### src/core/pfc_pkg.sv
/*
 Shared constants for the fragment header checker: register offsets,
 field positions, reset values and fragment number codes.
 Assumes 32-bit APB data and byte addresses.
*/
package pfc_pkg;
   localparam int          INFO_W       = 21;
   localparam int          CKS_W        = 12;
   localparam int          ACC_W        = 16;
   localparam int          MNUM_W       = 6;
   // Register byte offsets
   localparam logic [11:0] OFS_CTRL     = 12'h000;
   localparam logic [11:0] OFS_STATUS   = 12'h004;
   localparam logic [11:0] OFS_MISS     = 12'h008;
   localparam logic [11:0] OFS_LAST     = 12'h00c;
   // Control fields
   localparam int          CTRL_EN_BIT  = 0;
   localparam int          CTRL_WRAP_LO = 8;
   localparam logic        CTRL_EN_RST  = 1'b1;
   localparam logic [5:0]  WRAP_RST     = 6'h3f;
   // Status fields
   localparam int          ST_FRAG_ERR  = 0;
   localparam int          ST_SEQ_ERR   = 1;
   localparam int          ST_MISSED    = 2;
   localparam int          ST_OPEN      = 3;
   localparam int          ST_DROP      = 4;
   localparam int          ST_RETR      = 5;
   // Miss register fields
   localparam int          MISS_ADDR_LO = 8;
   // First-word field positions
   localparam int          FW_CKS_LO    = 0;
   localparam int          FW_CONT      = 12;
   localparam int          FW_FRAG_LO   = 13;
   localparam int          FW_NUM_LO    = 15;
   // Second-word flag positions of an initial fragment
   localparam int          SW_RETR      = 0;
   localparam int          SW_DROP      = 1;
   localparam int          SW_HDR       = 3;
   // Last-fragment register fields
   localparam int          LF_FRAG_LO   = 6;
   localparam int          LF_CONT      = 8;
   localparam int          LF_OK        = 9;
   localparam int          LF_RETR      = 10;
   localparam int          LF_DROP      = 11;
   localparam int          LF_HDR       = 12;
   localparam int          LF_SUM_LO    = 16;
   // Fragment numbers and message number reset
   localparam logic [1:0]  FRAG_INIT    = 2'b11;
   localparam logic [1:0]  FRAG_FIRST   = 2'b00;
   localparam logic [5:0]  MNUM_RST     = 6'h00;
endpackage

### src/core/pfc_sum_if.sv
/*
 Carrier between the checker and its checksum accumulator.
 Assumes both ends run on the same clock.
*/
`timescale 1ns/1ps
interface pfc_sum_if;
   logic                          valid;
   logic                          first;
   logic [pfc_pkg::INFO_W-1:0]    word;
   logic [pfc_pkg::ACC_W-1:0]     total;

   modport ctl (output valid, output first, output word, input total);
   modport acc (input valid, input first, input word, output total);
endinterface

### src/core/pfc_fold_sum.sv
/*
 Running fragment sum over three addends per code word.
 Assumes words arrive in order with first marking a fragment's first word.
*/
`timescale 1ns/1ps
module pfc_fold_sum
   import pfc_pkg::*;
(
   input  wire logic  mclk,
   input  wire logic  rst,
   pfc_sum_if.acc     sb
);
   logic [INFO_W-1:0] w_eff;
   logic [ACC_W-1:0]  base;
   logic [ACC_W-1:0]  sum_q;

   // Checksum field counts as zero in the first word
   always_comb begin
      w_eff = sb.word;
      if (sb.first) begin
         w_eff[FW_CKS_LO +: CKS_W] = '0;
      end
   end

   assign base = sb.first ? '0 : sum_q;
   // Three addends: bits 0-7, 8-15, 16-20
   assign sb.total = base + ACC_W'(w_eff[7:0]) + ACC_W'(w_eff[15:8])
                     + ACC_W'(w_eff[20:16]);

   // Every word of the fragment is added
   always_ff @(posedge mclk) begin
      if (rst) begin
         sum_q <= '0;
      end else if (sb.valid) begin
         sum_q <= sb.total;
      end
   end
endmodule // pfc_fold_sum

### src/flat_wrapper.sv
// flat-port wrapper written by rule: the top's interface ports become plain ports
module pfc_fold_sum_flat import pfc_pkg::*;
  (mclk, rst, sb_valid, sb_first, sb_word, sb_total);
  pfc_sum_if sb_i ();
  input  wire logic mclk;
  input  wire logic rst;
  input wire logic [$bits(sb_i.valid)-1:0] sb_valid;
  input wire logic [$bits(sb_i.first)-1:0] sb_first;
  input wire logic [$bits(sb_i.word)-1:0] sb_word;
  output wire logic [$bits(sb_i.total)-1:0] sb_total;
  assign sb_i.valid = sb_valid;
  assign sb_i.first = sb_first;
  assign sb_i.word = sb_word;
  assign sb_total = sb_i.total;
  pfc_fold_sum u_core (.mclk(mclk), .rst(rst), .sb(sb_i));
endmodule
### config.mk
export PLATFORM = sky130hd
export DESIGN_NAME = pfc_fold_sum_flat
export DESIGN_NICKNAME = d
export VERILOG_FILES = /design/src/core/pfc_pkg.sv /design/src/core/pfc_sum_if.sv /design/src/core/pfc_fold_sum.sv /design/src/flat_wrapper.sv
export SDC_FILE = /design/constraint.sdc
export NUM_CORES = 1
export LEC_CHECK = 0
export BUFFER_PORTS_ARGS = -buffer_cell sky130_fd_sc_hd__buf_4
export CAP_MARGIN = 20
export CELL_PAD_IN_SITES_DETAIL_PLACEMENT = 1
export CELL_PAD_IN_SITES_GLOBAL_PLACEMENT = 1
export CORE_ASPECT_RATIO = 1.1
export CORE_MARGIN = 4
export CORE_UTILIZATION = 45
export CTS_BUF_LIST = sky130_fd_sc_hd__clkbuf_8
export CTS_CLUSTER_SIZE = 12
export DETAILED_ROUTE_END_ITERATION = 16
export PLACE_DENSITY = 0.95
export SKIP_LAST_GASP = 1
export SLEW_MARGIN = 20
export SYNTH_ARGS = -nofsm -noshare
export SYNTH_HDL_FRONTEND = slang
export SYNTH_SLANG_ARGS = --single-unit
### constraint.sdc
create_clock -name mclk -period 8.5 [get_ports mclk]
set_clock_uncertainty 0.15 [all_clocks]
set_input_delay 0.85 -clock mclk [delete_from_list [all_inputs] [get_ports mclk]]
set_output_delay 0.85 -clock mclk [all_outputs]
set_load 0.01 [all_outputs]
==> flow_metrics.env, run 1 <==
export IMPL_outcome="finished, final reports clean"
export IMPL_place_congestion=0.748
export IMPL_startpoint="sb_first"
export IMPL_core_um2=3990
export IMPL_holdWs_ps=327
export IMPL_clk_pin_slew_ps=70
export IMPL_port_buffer_count=40
export IMPL_largest_reg_flops=16
export IMPL_cts_hold_buf=0
export IMPL_grt_start_max_net_pins=36
export IMPL_detail_route_antenna_nets=0
export IMPL_synth_seq_area_share=0.172
export IMPL_fillCellCount=515
export IMPL_grt_pass1_wl_um=8830
export IMPL_maxSlewViolCount=0
export IMPL_fin_setup_tns_ps=0
export IMPL_fin_ws_ps=3100
export IMPL_fmax_ghz=0.185
export IMPL_vias_per_cell=5.58
export IMPL_setup_violations=0
export IMPL_n_antenna_cell=0
export IMPL_synth_top_flop_cell="dfxtp_1"
export IMPL_path_cells="buf_4 > nand2b_1 > fa_1 > inv_1 > fa_1 > ha_1 > fa_1 > a211oi_2 > o21ai_2 > a221oi_1 > o21ai_0 > nand2_1 > buf_4"
export IMPL_reg_largest_list="u_core.sum_q: 16 flops"
export IMPL_grt_pass1_vias=1920
export IMPL_yosysUniqueCellTypes=46
export IMPL_area_growth_pct=19.0
export IMPL_drtIter0Drc=38
export IMPL_die_width_um=69.4
export IMPL_wl_per_cell_um=16.9
export IMPL_cts_sinks=16
export IMPL_antenna_found_initial=0
export IMPL_fin_crit_ps=5400
export IMPL_critPathLaunchType="input port"
export IMPL_dr_pass1_iters=4
export IMPL_ys_async_sr_fraction=0
export IMPL_cp_endpoint="sb_total[11]"
export IMPL_htree_levels=1
export IMPL_syn_inst=220
export IMPL_wirelength_um=5140
export IMPL_rrSetupSlack_ps=4750
export IMPL_cp_slowest_stage_delay_ps=500
export IMPL_drive_gt1_frac=0.202
export IMPL_power_uw=428
export IMPL_crit_path_max_fanout=35
export IMPL_cts_tree="done"
export IMPL_crit_top_cell="fa_1"
export IMPL_cts_setup_buffers=0
export IMPL_nets=306
export IMPL_ys_seq_elements=16
export IMPL_drv_cap=0
export IMPL_critical_path_slowest_cell="fa_1"
export IMPL_cts_root_buf="clkbuf_8"
export IMPL_design_die_area_um2=5240
export IMPL_drc_errors=0
export IMPL_p_leak_uw=0.00102
export IMPL_grt_usage=0.209
export IMPL_ios=41
export IMPL_vdd_drop_max_v=0.0000992
export IMPL_dp_hpwl_um=3860
export IMPL_max_slew_margin=0.588
export IMPL_synth_edf_count=0
export IMPL_grt_remaining_overflow=0
export IMPL_cp_arrival_ps=4400
export IMPL_fp_row_count=24
export IMPL_die_h_um=75.6
export IMPL_hold_violations=0
export IMPL_initial_core_util=0.467
export IMPL_cts_resized=0
export IMPL_power_per_cell_area_nw_per_um2=193
export IMPL_tightest_slew_ps=614
export IMPL_cp_required_ps=7500
export IMPL_yosysWarnings=0
export IMPL_syn_avg_cell_area_um2=8.49
export IMPL_clk_path_buf_depth=2
export IMPL_placed_cell_area_um2=2180
export IMPL_dpl_worst_slack_ps=3130
export IMPL_r2r_end="u_core.sum_q[11]"
export IMPL_critical_path_class="input port to primary output"
export IMPL_r2r_start="u_core.sum_q[1]"
export IMPL_stdcell_area_um2=2220
export IMPL_r2r_cells=11
export IMPL_rsz0062_at_grt="no"
export IMPL_top_register="u_core.sum_q"
export IMPL_synth_cell_area_um2=1870
export IMPL_hp_class="flip-flop to flip-flop"
export IMPL_dr_total_vias=1697
export IMPL_numCtsBuffers=3
export IMPL_endpoint_kind="primary output"
export IMPL_synthesis_nets=272
export IMPL_finalCritPeriodShare=0.635
export IMPL_insertion_delay_ps=260
==> cells by family after synthesis <==
kind of cell             count (synthesis)  share of synthesized area
AND/OR/NAND/NOR                         77                      0.253
AO/OA/AOI/OAI                           43                      0.165
buffers and inverters                   38                     0.0824
adder cells (fa/ha/maj)                 27                      0.233
flip-flops                              16                      0.172
XOR/XNOR                                11                     0.0516
multiplexers                             8                     0.0429
==> worst min-delay path by stage <==
| stage | cells past startpoint | to | slack [ps] | from |
|---|---|---|---|---|
| after floorplan | 2 | u_core.sum_q[6] | 300 | u_core.sum_q[6] |
| after global placement | 2 | u_core.sum_q[6] | 320 | u_core.sum_q[6] |
| after detailed placement | 2 | u_core.sum_q[6] | 320 | u_core.sum_q[6] |
| after CTS | 2 | u_core.sum_q[6] | 330 | u_core.sum_q[6] |
| after global routing | 2 | u_core.sum_q[6] | 370 | u_core.sum_q[6] |
| final | 2 | u_core.sum_q[6] | 330 | u_core.sum_q[6] |
==> cell usage in the layout, fill, tap and decap left out, types with 2 or more instances in the layout <==
master,synthesis,routed
nand3_1,6,6
a31oi_1,7,7
xnor2_1,7,7
mux2i_1,8,8
nand2_1,6,6
nand4b_1,2,2
dfxtp_1,16,16
a21oi_1,9,9
nor2b_1,11,11
ha_1,14,14
buf_4,3,40
o21ai_0,6,6
inv_1,27,27
nor2_1,13,13
fa_1,13,13
a21o_1,5,5
or4_1,2,2
o2111ai_1,2,2
and2_1,3,3
clkbuf_8,0,3
xor2_1,4,4
or4b_1,2,2
nand2b_1,24,24
==> synth_stat cells (2+ instances only) <==
master	count	area (um2)
a21oi_1	9	45.0
xor2_1	4	35.0
dfxtp_1	16	320
nand2_1	6	22.5
nor2b_1	11	68.8
ha_1	14	175
a31oi_1	7	43.8
nand4b_1	2	17.5
inv_1	27	101
nand3_1	6	30.0
a21o_1	5	37.5
or4_1	2	15.0
nand2b_1	24	150
o21ai_0	6	30.0
xnor2_1	7	61.3
mux2i_1	8	80.1
and2_1	3	18.8
fa_1	13	260
or4b_1	2	20.0
clkbuf_1	7	26.3
nor2_1	13	48.8
o2111ai_1	2	17.5
buf_4	3	22.5
==> metal layers <==
metal | wire length, um | GRT usage
met3 | 162 | 0.0198
met5 | 0 | 0
met1 | 2000 | 0.227
met4 | 98 | 0.0759
met2 | 2880 | 0.426
==> cell type report <==
cell class | count | area, um2 | area share
clock buffer | 3 | 41.3 | 0.0186
inverter | 27 | 101 | 0.0456
multi-input combinational | 166 | 1390 | 0.627
sequential | 16 | 320 | 0.144
tap | 52 | 65.1 | 0.0293
timing repair buffer | 40 | 300 | 0.135
==> power by group <==
part | internal, uW | leakage (uW) | switching, uW | total, uW
Combinational | 122 | 0.000870 | 151 | 274
Clock | 31.6 | 0.0000216 | 29.9 | 61.5
Sequential | 86.9 | 0.000131 | 6.24 | 93.1
Total | 241 | 0.00102 | 187 | 428
==> critical path, delay by kind of cell <==
kind | cells | cell delay [ps]
AOI/OAI and AO/OA | 4 | 1160
adders and majority gates | 4 | 1670
buffers and inverters | 3 | 400
and+or+nand+nor | 2 | 290
==> metrics by stage <==
step	util	cells
floorplan	-	220
global placement	0.546	301
detailed placement	0.546	301
CTS	0.556	304
global route	0.556	304
finish	0.556	304
Note: power is estimated with default switching activity, not from simulation.
==> run 2: changes to the inputs <==
--- a/config.mk
+++ b/config.mk
@@ -11,11 +11,11 @@
 export CELL_PAD_IN_SITES_GLOBAL_PLACEMENT = 1
 export CORE_ASPECT_RATIO = 1.1
 export CORE_MARGIN = 4
-export CORE_UTILIZATION = 45
+export CORE_UTILIZATION = 42
 export CTS_BUF_LIST = sky130_fd_sc_hd__clkbuf_8
 export CTS_CLUSTER_SIZE = 12
 export DETAILED_ROUTE_END_ITERATION = 16
-export PLACE_DENSITY = 0.95
+export PLACE_DENSITY = 0.93
 export SKIP_LAST_GASP = 1
 export SLEW_MARGIN = 20
 export SYNTH_ARGS = -nofsm -noshare
==> constraint.sdc (replaced) <==
create_clock -name mclk -period 5 [get_ports mclk]
set_clock_uncertainty 0.15 [all_clocks]
set_input_delay 0.5 -clock mclk [delete_from_list [all_inputs] [get_ports mclk]]
set_output_delay 0.5 -clock mclk [all_outputs]
set_load 0.01 [all_outputs]
==> run 2 against run 1 <==
  * Critical endpoint unchanged
  * Design area rose by 1.1%
  * First-iteration DRC count grew 63%
  * Register-to-register slack worse by 3600 ps
  * Routed wire length is 3.2% lower
  * Utilization shrank 3.2 points
  * Total power increased by 74%
  * Highest routed layer unchanged
  * Worst setup slack lost 2800 ps
  * Critical path depth unchanged
  * Via count fell by 2.3%
  * Sequential power up 70%
  * Largest cell class unchanged
  * Worst hold slack better by 17 ps
==> flow_metrics.env, run 2 (same netlist as run 1, synthesis figures left out) <==
export IMPL_outcome="finished, final reports clean"
export IMPL_antenna_found_initial=0
export IMPL_hold_violations=0
export IMPL_multi_input_area_um2=1390
export IMPL_cp_arrival_ps=4010
export IMPL_max_slew_margin=0.620
export IMPL_dp_cells=304
export IMPL_top_layer="met4"
export IMPL_power_switching_uw=319
export IMPL_power_per_cell_area_nw_per_um2=333
export IMPL_initial_core_util=0.436
export IMPL_wirelength_um=4980
export IMPL_cts_hold_buf=0
export IMPL_port_buffer_count=40
export IMPL_cts_setup_buffers=0
export IMPL_wl_met2_um=2680
export IMPL_drtIter0Drc=62
export IMPL_sequentialPowerShare=0.211
export IMPL_nets=307
export IMPL_drive_gt1_frac=0.209
export IMPL_holdWs_ps=344
export IMPL_vias_per_cell=5.38
export IMPL_top_register="u_core.sum_q"
export IMPL_dp_hpwl_um=3690
export IMPL_grt_pass1_vias=1832
export IMPL_die_h_um=77.9
export IMPL_largest_reg_flops=16
export IMPL_final_cell_mix="buf_4 (41), inv_1 (27), nand2b_1 (24)"
export IMPL_p_leak_uw=0.00103
export IMPL_clk_path_buf_depth=2
export IMPL_place_congestion=0.798
export IMPL_fin_crit_ps=4660
export IMPL_cts_sinks=16
export IMPL_rsz0062_at_grt="no"
export IMPL_setup_violations=0
export IMPL_crit_path_max_fanout=15
export IMPL_n_antenna_cell=0
export IMPL_fillCellCount=536
export IMPL_cp_required_ps=4350
export IMPL_dr_total_vias=1658
export IMPL_placed_cell_area_um2=2190
export IMPL_htree_levels=1
export IMPL_clk_pin_slew_ps=80
export IMPL_wl_met1_um=2000
export IMPL_dr_wl_met3_um=162
export IMPL_critical_path_class="input port to primary output"
export IMPL_maxSlewViolCount=0
export IMPL_core_um2=4290
export IMPL_p_clk_frac=0.170
export IMPL_numCtsBuffers=3
export IMPL_final_common_cell="buf_4"
export IMPL_fmax_ghz=0.215
export IMPL_insertion_delay_ps=260
export IMPL_ios=41
export IMPL_seq_area_um2=320
export IMPL_finalCritPeriodShare=0.931
export IMPL_drc_errors=0
export IMPL_detail_route_antenna_nets=0
export IMPL_cts_resized=0
export IMPL_die_width_um=71.6
export IMPL_cts_root_buf="clkbuf_8"
export IMPL_fp_row_count=25
export IMPL_hp_class="flip-flop to flip-flop"
export IMPL_dr_pass1_iters=4
export IMPL_endpoint_kind="primary output"
export IMPL_combPwrFrac=0.619
export IMPL_cts_tree="done"
export IMPL_grt_usage=0.189
export IMPL_design_die_area_um2=5580
export IMPL_stdcell_area_um2=2240
export IMPL_vdd_drop_max_v=0.000172
export IMPL_internal_power_uw=427
export IMPL_wl_per_cell_um=16.2
export IMPL_fin_setup_tns_ps=0
export IMPL_tightest_slew_ps=566
export IMPL_reg_largest_list="u_core.sum_q: 16 flops"
export IMPL_grt_start_max_net_pins=28
export IMPL_area_growth_pct=20.2
export IMPL_grt_remaining_overflow=0
export IMPL_drv_cap=0
export IMPL_final_cells=308
export IMPL_grt_pass1_wl_um=8450
export IMPL_switching_share=0.428
export IMPL_critPathLaunchType="input port"
-- run 2: cell count changes in the layout (fill, tap and decap cells not counted) --
cell / previous run / this run
buf_4: 40 / 41
clkbuf_8: 3 / 4
-- run 2: path summary, 6_finish.rpt --
kind | from | endpoint | slack (ps) | cells after the start
setup / recovery | sb_first | sb_total[11] | 340 | 13
setup reg to reg | u_core.sum_q[1] | u_core.sum_q[15] | 1120 | 11
hold / removal | u_core.sum_q[0] | u_core.sum_q[0] | 340 | 2
hold reg to reg | u_core.sum_q[0] | u_core.sum_q[0] | 340 | 2
-- run 2: layout make-up --
| cell class | instances | share of cell area |
|---|---|---|
| timing repair buffer | 41 | 0.137 |
| clock buffer | 4 | 0.0245 |
| tap | 54 | 0.0301 |
| inverter | 27 | 0.0452 |
| sequential | 16 | 0.143 |
| multi-input combinational | 166 | 0.620 |
-- run 2: metrics by stage --
stage | power (uW) | util | setup slack, ps
floorplan | 462 | - | 611
global placement | 599 | 0.511 | 570
detailed placement | 618 | 0.511 | 465
CTS | 754 | 0.524 | 357
global route | 809 | 0.524 | 162
finish | 746 | 0.524 | 344
-- run 2: metal layers --
layer,track usage,vias to the layer above
met4,0.0677,0
met2,0.359,33
met1,0.211,795
met3,0.0220,13
met5,0,-
li1,-,817
-- run 2: power by group through the flow --
stage	combinational [uW]	clock, uW	sequential (uW)
detailed placement	458	0	161
floorplan	305	0	157
global placement	439	0	159
global route	516	133	160
CTS	470	127	157
finish	462	127	158
-- run 2: worst max-delay path, cell delays in order --
cell and delay [ps]:
buf_4 160, nand2b_1 170, fa_1 520, inv_1 60, fa_1 480, ha_1 250, fa_1 450, a211oi_2 410
o21ai_2 150, a221oi_1 490, o21ai_0 180, nand2_1 80, buf_4 110
==> run 3: changes to the inputs <==
--- a/config.mk
+++ b/config.mk
@@ -5,7 +5,7 @@
 export SDC_FILE = /design/constraint.sdc
 export NUM_CORES = 1
 export LEC_CHECK = 0
-export BUFFER_PORTS_ARGS = -buffer_cell sky130_fd_sc_hd__buf_4
+export BUFFER_PORTS_ARGS = -buffer_cell sky130_fd_sc_hd__buf_2
 export CAP_MARGIN = 20
 export CELL_PAD_IN_SITES_DETAIL_PLACEMENT = 1
 export CELL_PAD_IN_SITES_GLOBAL_PLACEMENT = 1
==> run 3 against run 2 <==
  * First-iteration DRC count up 11%
  * Sequential share of layout area up 0.67 points
  * Global-route usage down 0.95 points
  * Cell count unchanged
  * Die area unchanged
  * Total power down 5.6%
  * Count of clock-buffer cells in the layout unchanged
  * Routed wire length down 3.3%
  * Fmax up 2.3%
  * Critical path type unchanged
  * Critical endpoint unchanged
  * Largest cell class unchanged
==> flow_metrics.env, run 3 (same netlist as run 1, synthesis figures left out) <==
export IMPL_grt_pass1_wl_um=8220
export IMPL_rsz0062_at_grt="no"
export IMPL_cts_root_buf="clkbuf_8"
export IMPL_rrSetupSlack_ps=1360
export IMPL_holdPathStages=2
export IMPL_vdd_drop_max_v=0.000150
export IMPL_numCtsBuffers=3
export IMPL_setup_violations=0
export IMPL_cp_required_ps=4350
export IMPL_cts_hold_buf=0
export IMPL_wl_per_cell_um=15.6
export IMPL_clk_pin_slew_ps=80
export IMPL_cts_sinks=16
export IMPL_final_cell_mix="buf_2 (40), inv_1 (27), nand2b_1 (24)"
export IMPL_critical_path_class="input port to primary output"
export IMPL_grt_pass1_vias=1808
export IMPL_fp_row_count=25
export IMPL_design_die_area_um2=5580
export IMPL_dr_total_vias=1673
export IMPL_fin_crit_ps=4550
export IMPL_max_slew_margin=0.624
export IMPL_die_h_um=77.9
export IMPL_met2_usage=0.338
export IMPL_cts_tree="done"
export IMPL_cts_resized=0
export IMPL_cp_arrival_ps=3900
export IMPL_n_antenna_cell=0
export IMPL_core_um2=4290
export IMPL_htree_levels=1
export IMPL_tightest_slew_ps=560
export IMPL_r2r_start="u_core.sum_q[1]"
export IMPL_largest_reg_flops=16
export IMPL_reg_largest_list="u_core.sum_q: 16 flops"
export IMPL_area_growth_pct=14.9
export IMPL_drc_errors=0
export IMPL_initial_core_util=0.436
export IMPL_hold_violations=0
export IMPL_finalCritPeriodShare=0.910
export IMPL_outcome="finished, final reports clean"
export IMPL_place_congestion=0.767
export IMPL_hold_path_endpoint="u_core.sum_q[6]"
export IMPL_p_leak_uw=0.00101
export IMPL_fmax_ghz=0.220
export IMPL_seq_area_um2=320
export IMPL_fin_ws_ps=449
export IMPL_power_per_cell_area_nw_per_um2=329
export IMPL_drive_gt1_frac=0.209
export IMPL_multi_input_area_um2=1390
export IMPL_min_from="u_core.sum_q[6]"
export IMPL_drv_cap=0
export IMPL_ios=41
export IMPL_insertion_delay_ps=260
export IMPL_top_register="u_core.sum_q"
export IMPL_dpl_worst_slack_ps=459
export IMPL_r2r_cells=11
export IMPL_antenna_found_initial=0
export IMPL_r2r_end="u_core.sum_q[11]"
export IMPL_met3_usage=0.00907
export IMPL_die_width_um=71.6
export IMPL_dr_pass1_iters=4
export IMPL_drtIter0Drc=69
export IMPL_endpoint_kind="primary output"
export IMPL_dp_hpwl_um=3830
export IMPL_wirelength_um=4810
export IMPL_hp_class="flip-flop to flip-flop"
export IMPL_fin_setup_tns_ps=0
export IMPL_detail_route_antenna_nets=0
export IMPL_grt_usage=0.180
export IMPL_use_met1=0.214
export IMPL_nets=307
export IMPL_port_buffer_count=40
export IMPL_maxSlewViolCount=0
export IMPL_grt_remaining_overflow=0
export IMPL_vias_per_cell=5.43
export IMPL_cts_setup_buffers=0
export IMPL_crit_path_max_fanout=14
export IMPL_final_common_cell="buf_2"
export IMPL_critPathLaunchType="input port"
export IMPL_grt_start_max_net_pins=28
export IMPL_clk_path_buf_depth=2
export IMPL_fillCellCount=534
export IMPL_top_usage_layer="met2"
-- run 3: cell types whose count changed in the layout (fill, tap and decap cells not counted) --
cell | previous run | this run
buf_2 | 0 | 40
buf_4 | 41 | 1
-- run 3: worst max-delay path: stages --
cell and delay [ps]:
buf_2 170, nand2b_1 180, fa_1 510, inv_1 50, fa_1 470, ha_1 250, fa_1 430, a211oi_2 400
o21ai_2 140, a221oi_1 410, o21ai_0 170, nand2_1 80, buf_2 120
-- run 3: stage by stage --
stage          area (um2)  total power (uW)  cells  utilization  hold WS (ps)
2_1_floorplan        1870               462    220            -           301
3_3_place_gp         2090               563    304        0.488           315
3_5_place_dp         2090               583    304        0.488           333
4_1_cts              2140               714    308        0.500           352
5_1_grt              2140               769    308        0.500           381
6_report             2140               705    308        0.500           355
-- run 3: final cells by class --
cell class	instances	share of cell area
multi-input combinational	166	0.649
inverter	27	0.0473
timing repair buffer	41	0.0968
clock buffer	4	0.0257
sequential	16	0.149
tap	54	0.0315
-- run 3: report_power, final --
part	internal [uW]	total, uW	leakage [uW]	switching, uW
Combinational	175	421	0.000847	246
Clock	70.2	126	0.0000288	55.5
Sequential	148	158	0.000131	10.7
-- run 3: worst max-delay path by stage --
stage                  start      endpoint  depth (start not counted)  slack [ps]
finish              sb_first  sb_total[11]                         13         450
global route        sb_first  sb_total[11]                         13         210
CTS                 sb_first  sb_total[11]                         13         440
detailed placement  sb_first  sb_total[11]                         13         460
global placement    sb_first  sb_total[15]                         13         570
floorplan           sb_first  sb_total[15]                         12         610
-- run 3: per-layer routing --
layer / part of all wire / wire (um)
met2: 0.55 / 2650
met5: 0 / 0
met3: 0.026 / 123
met4: 0.015 / 73
met1: 0.41 / 1970
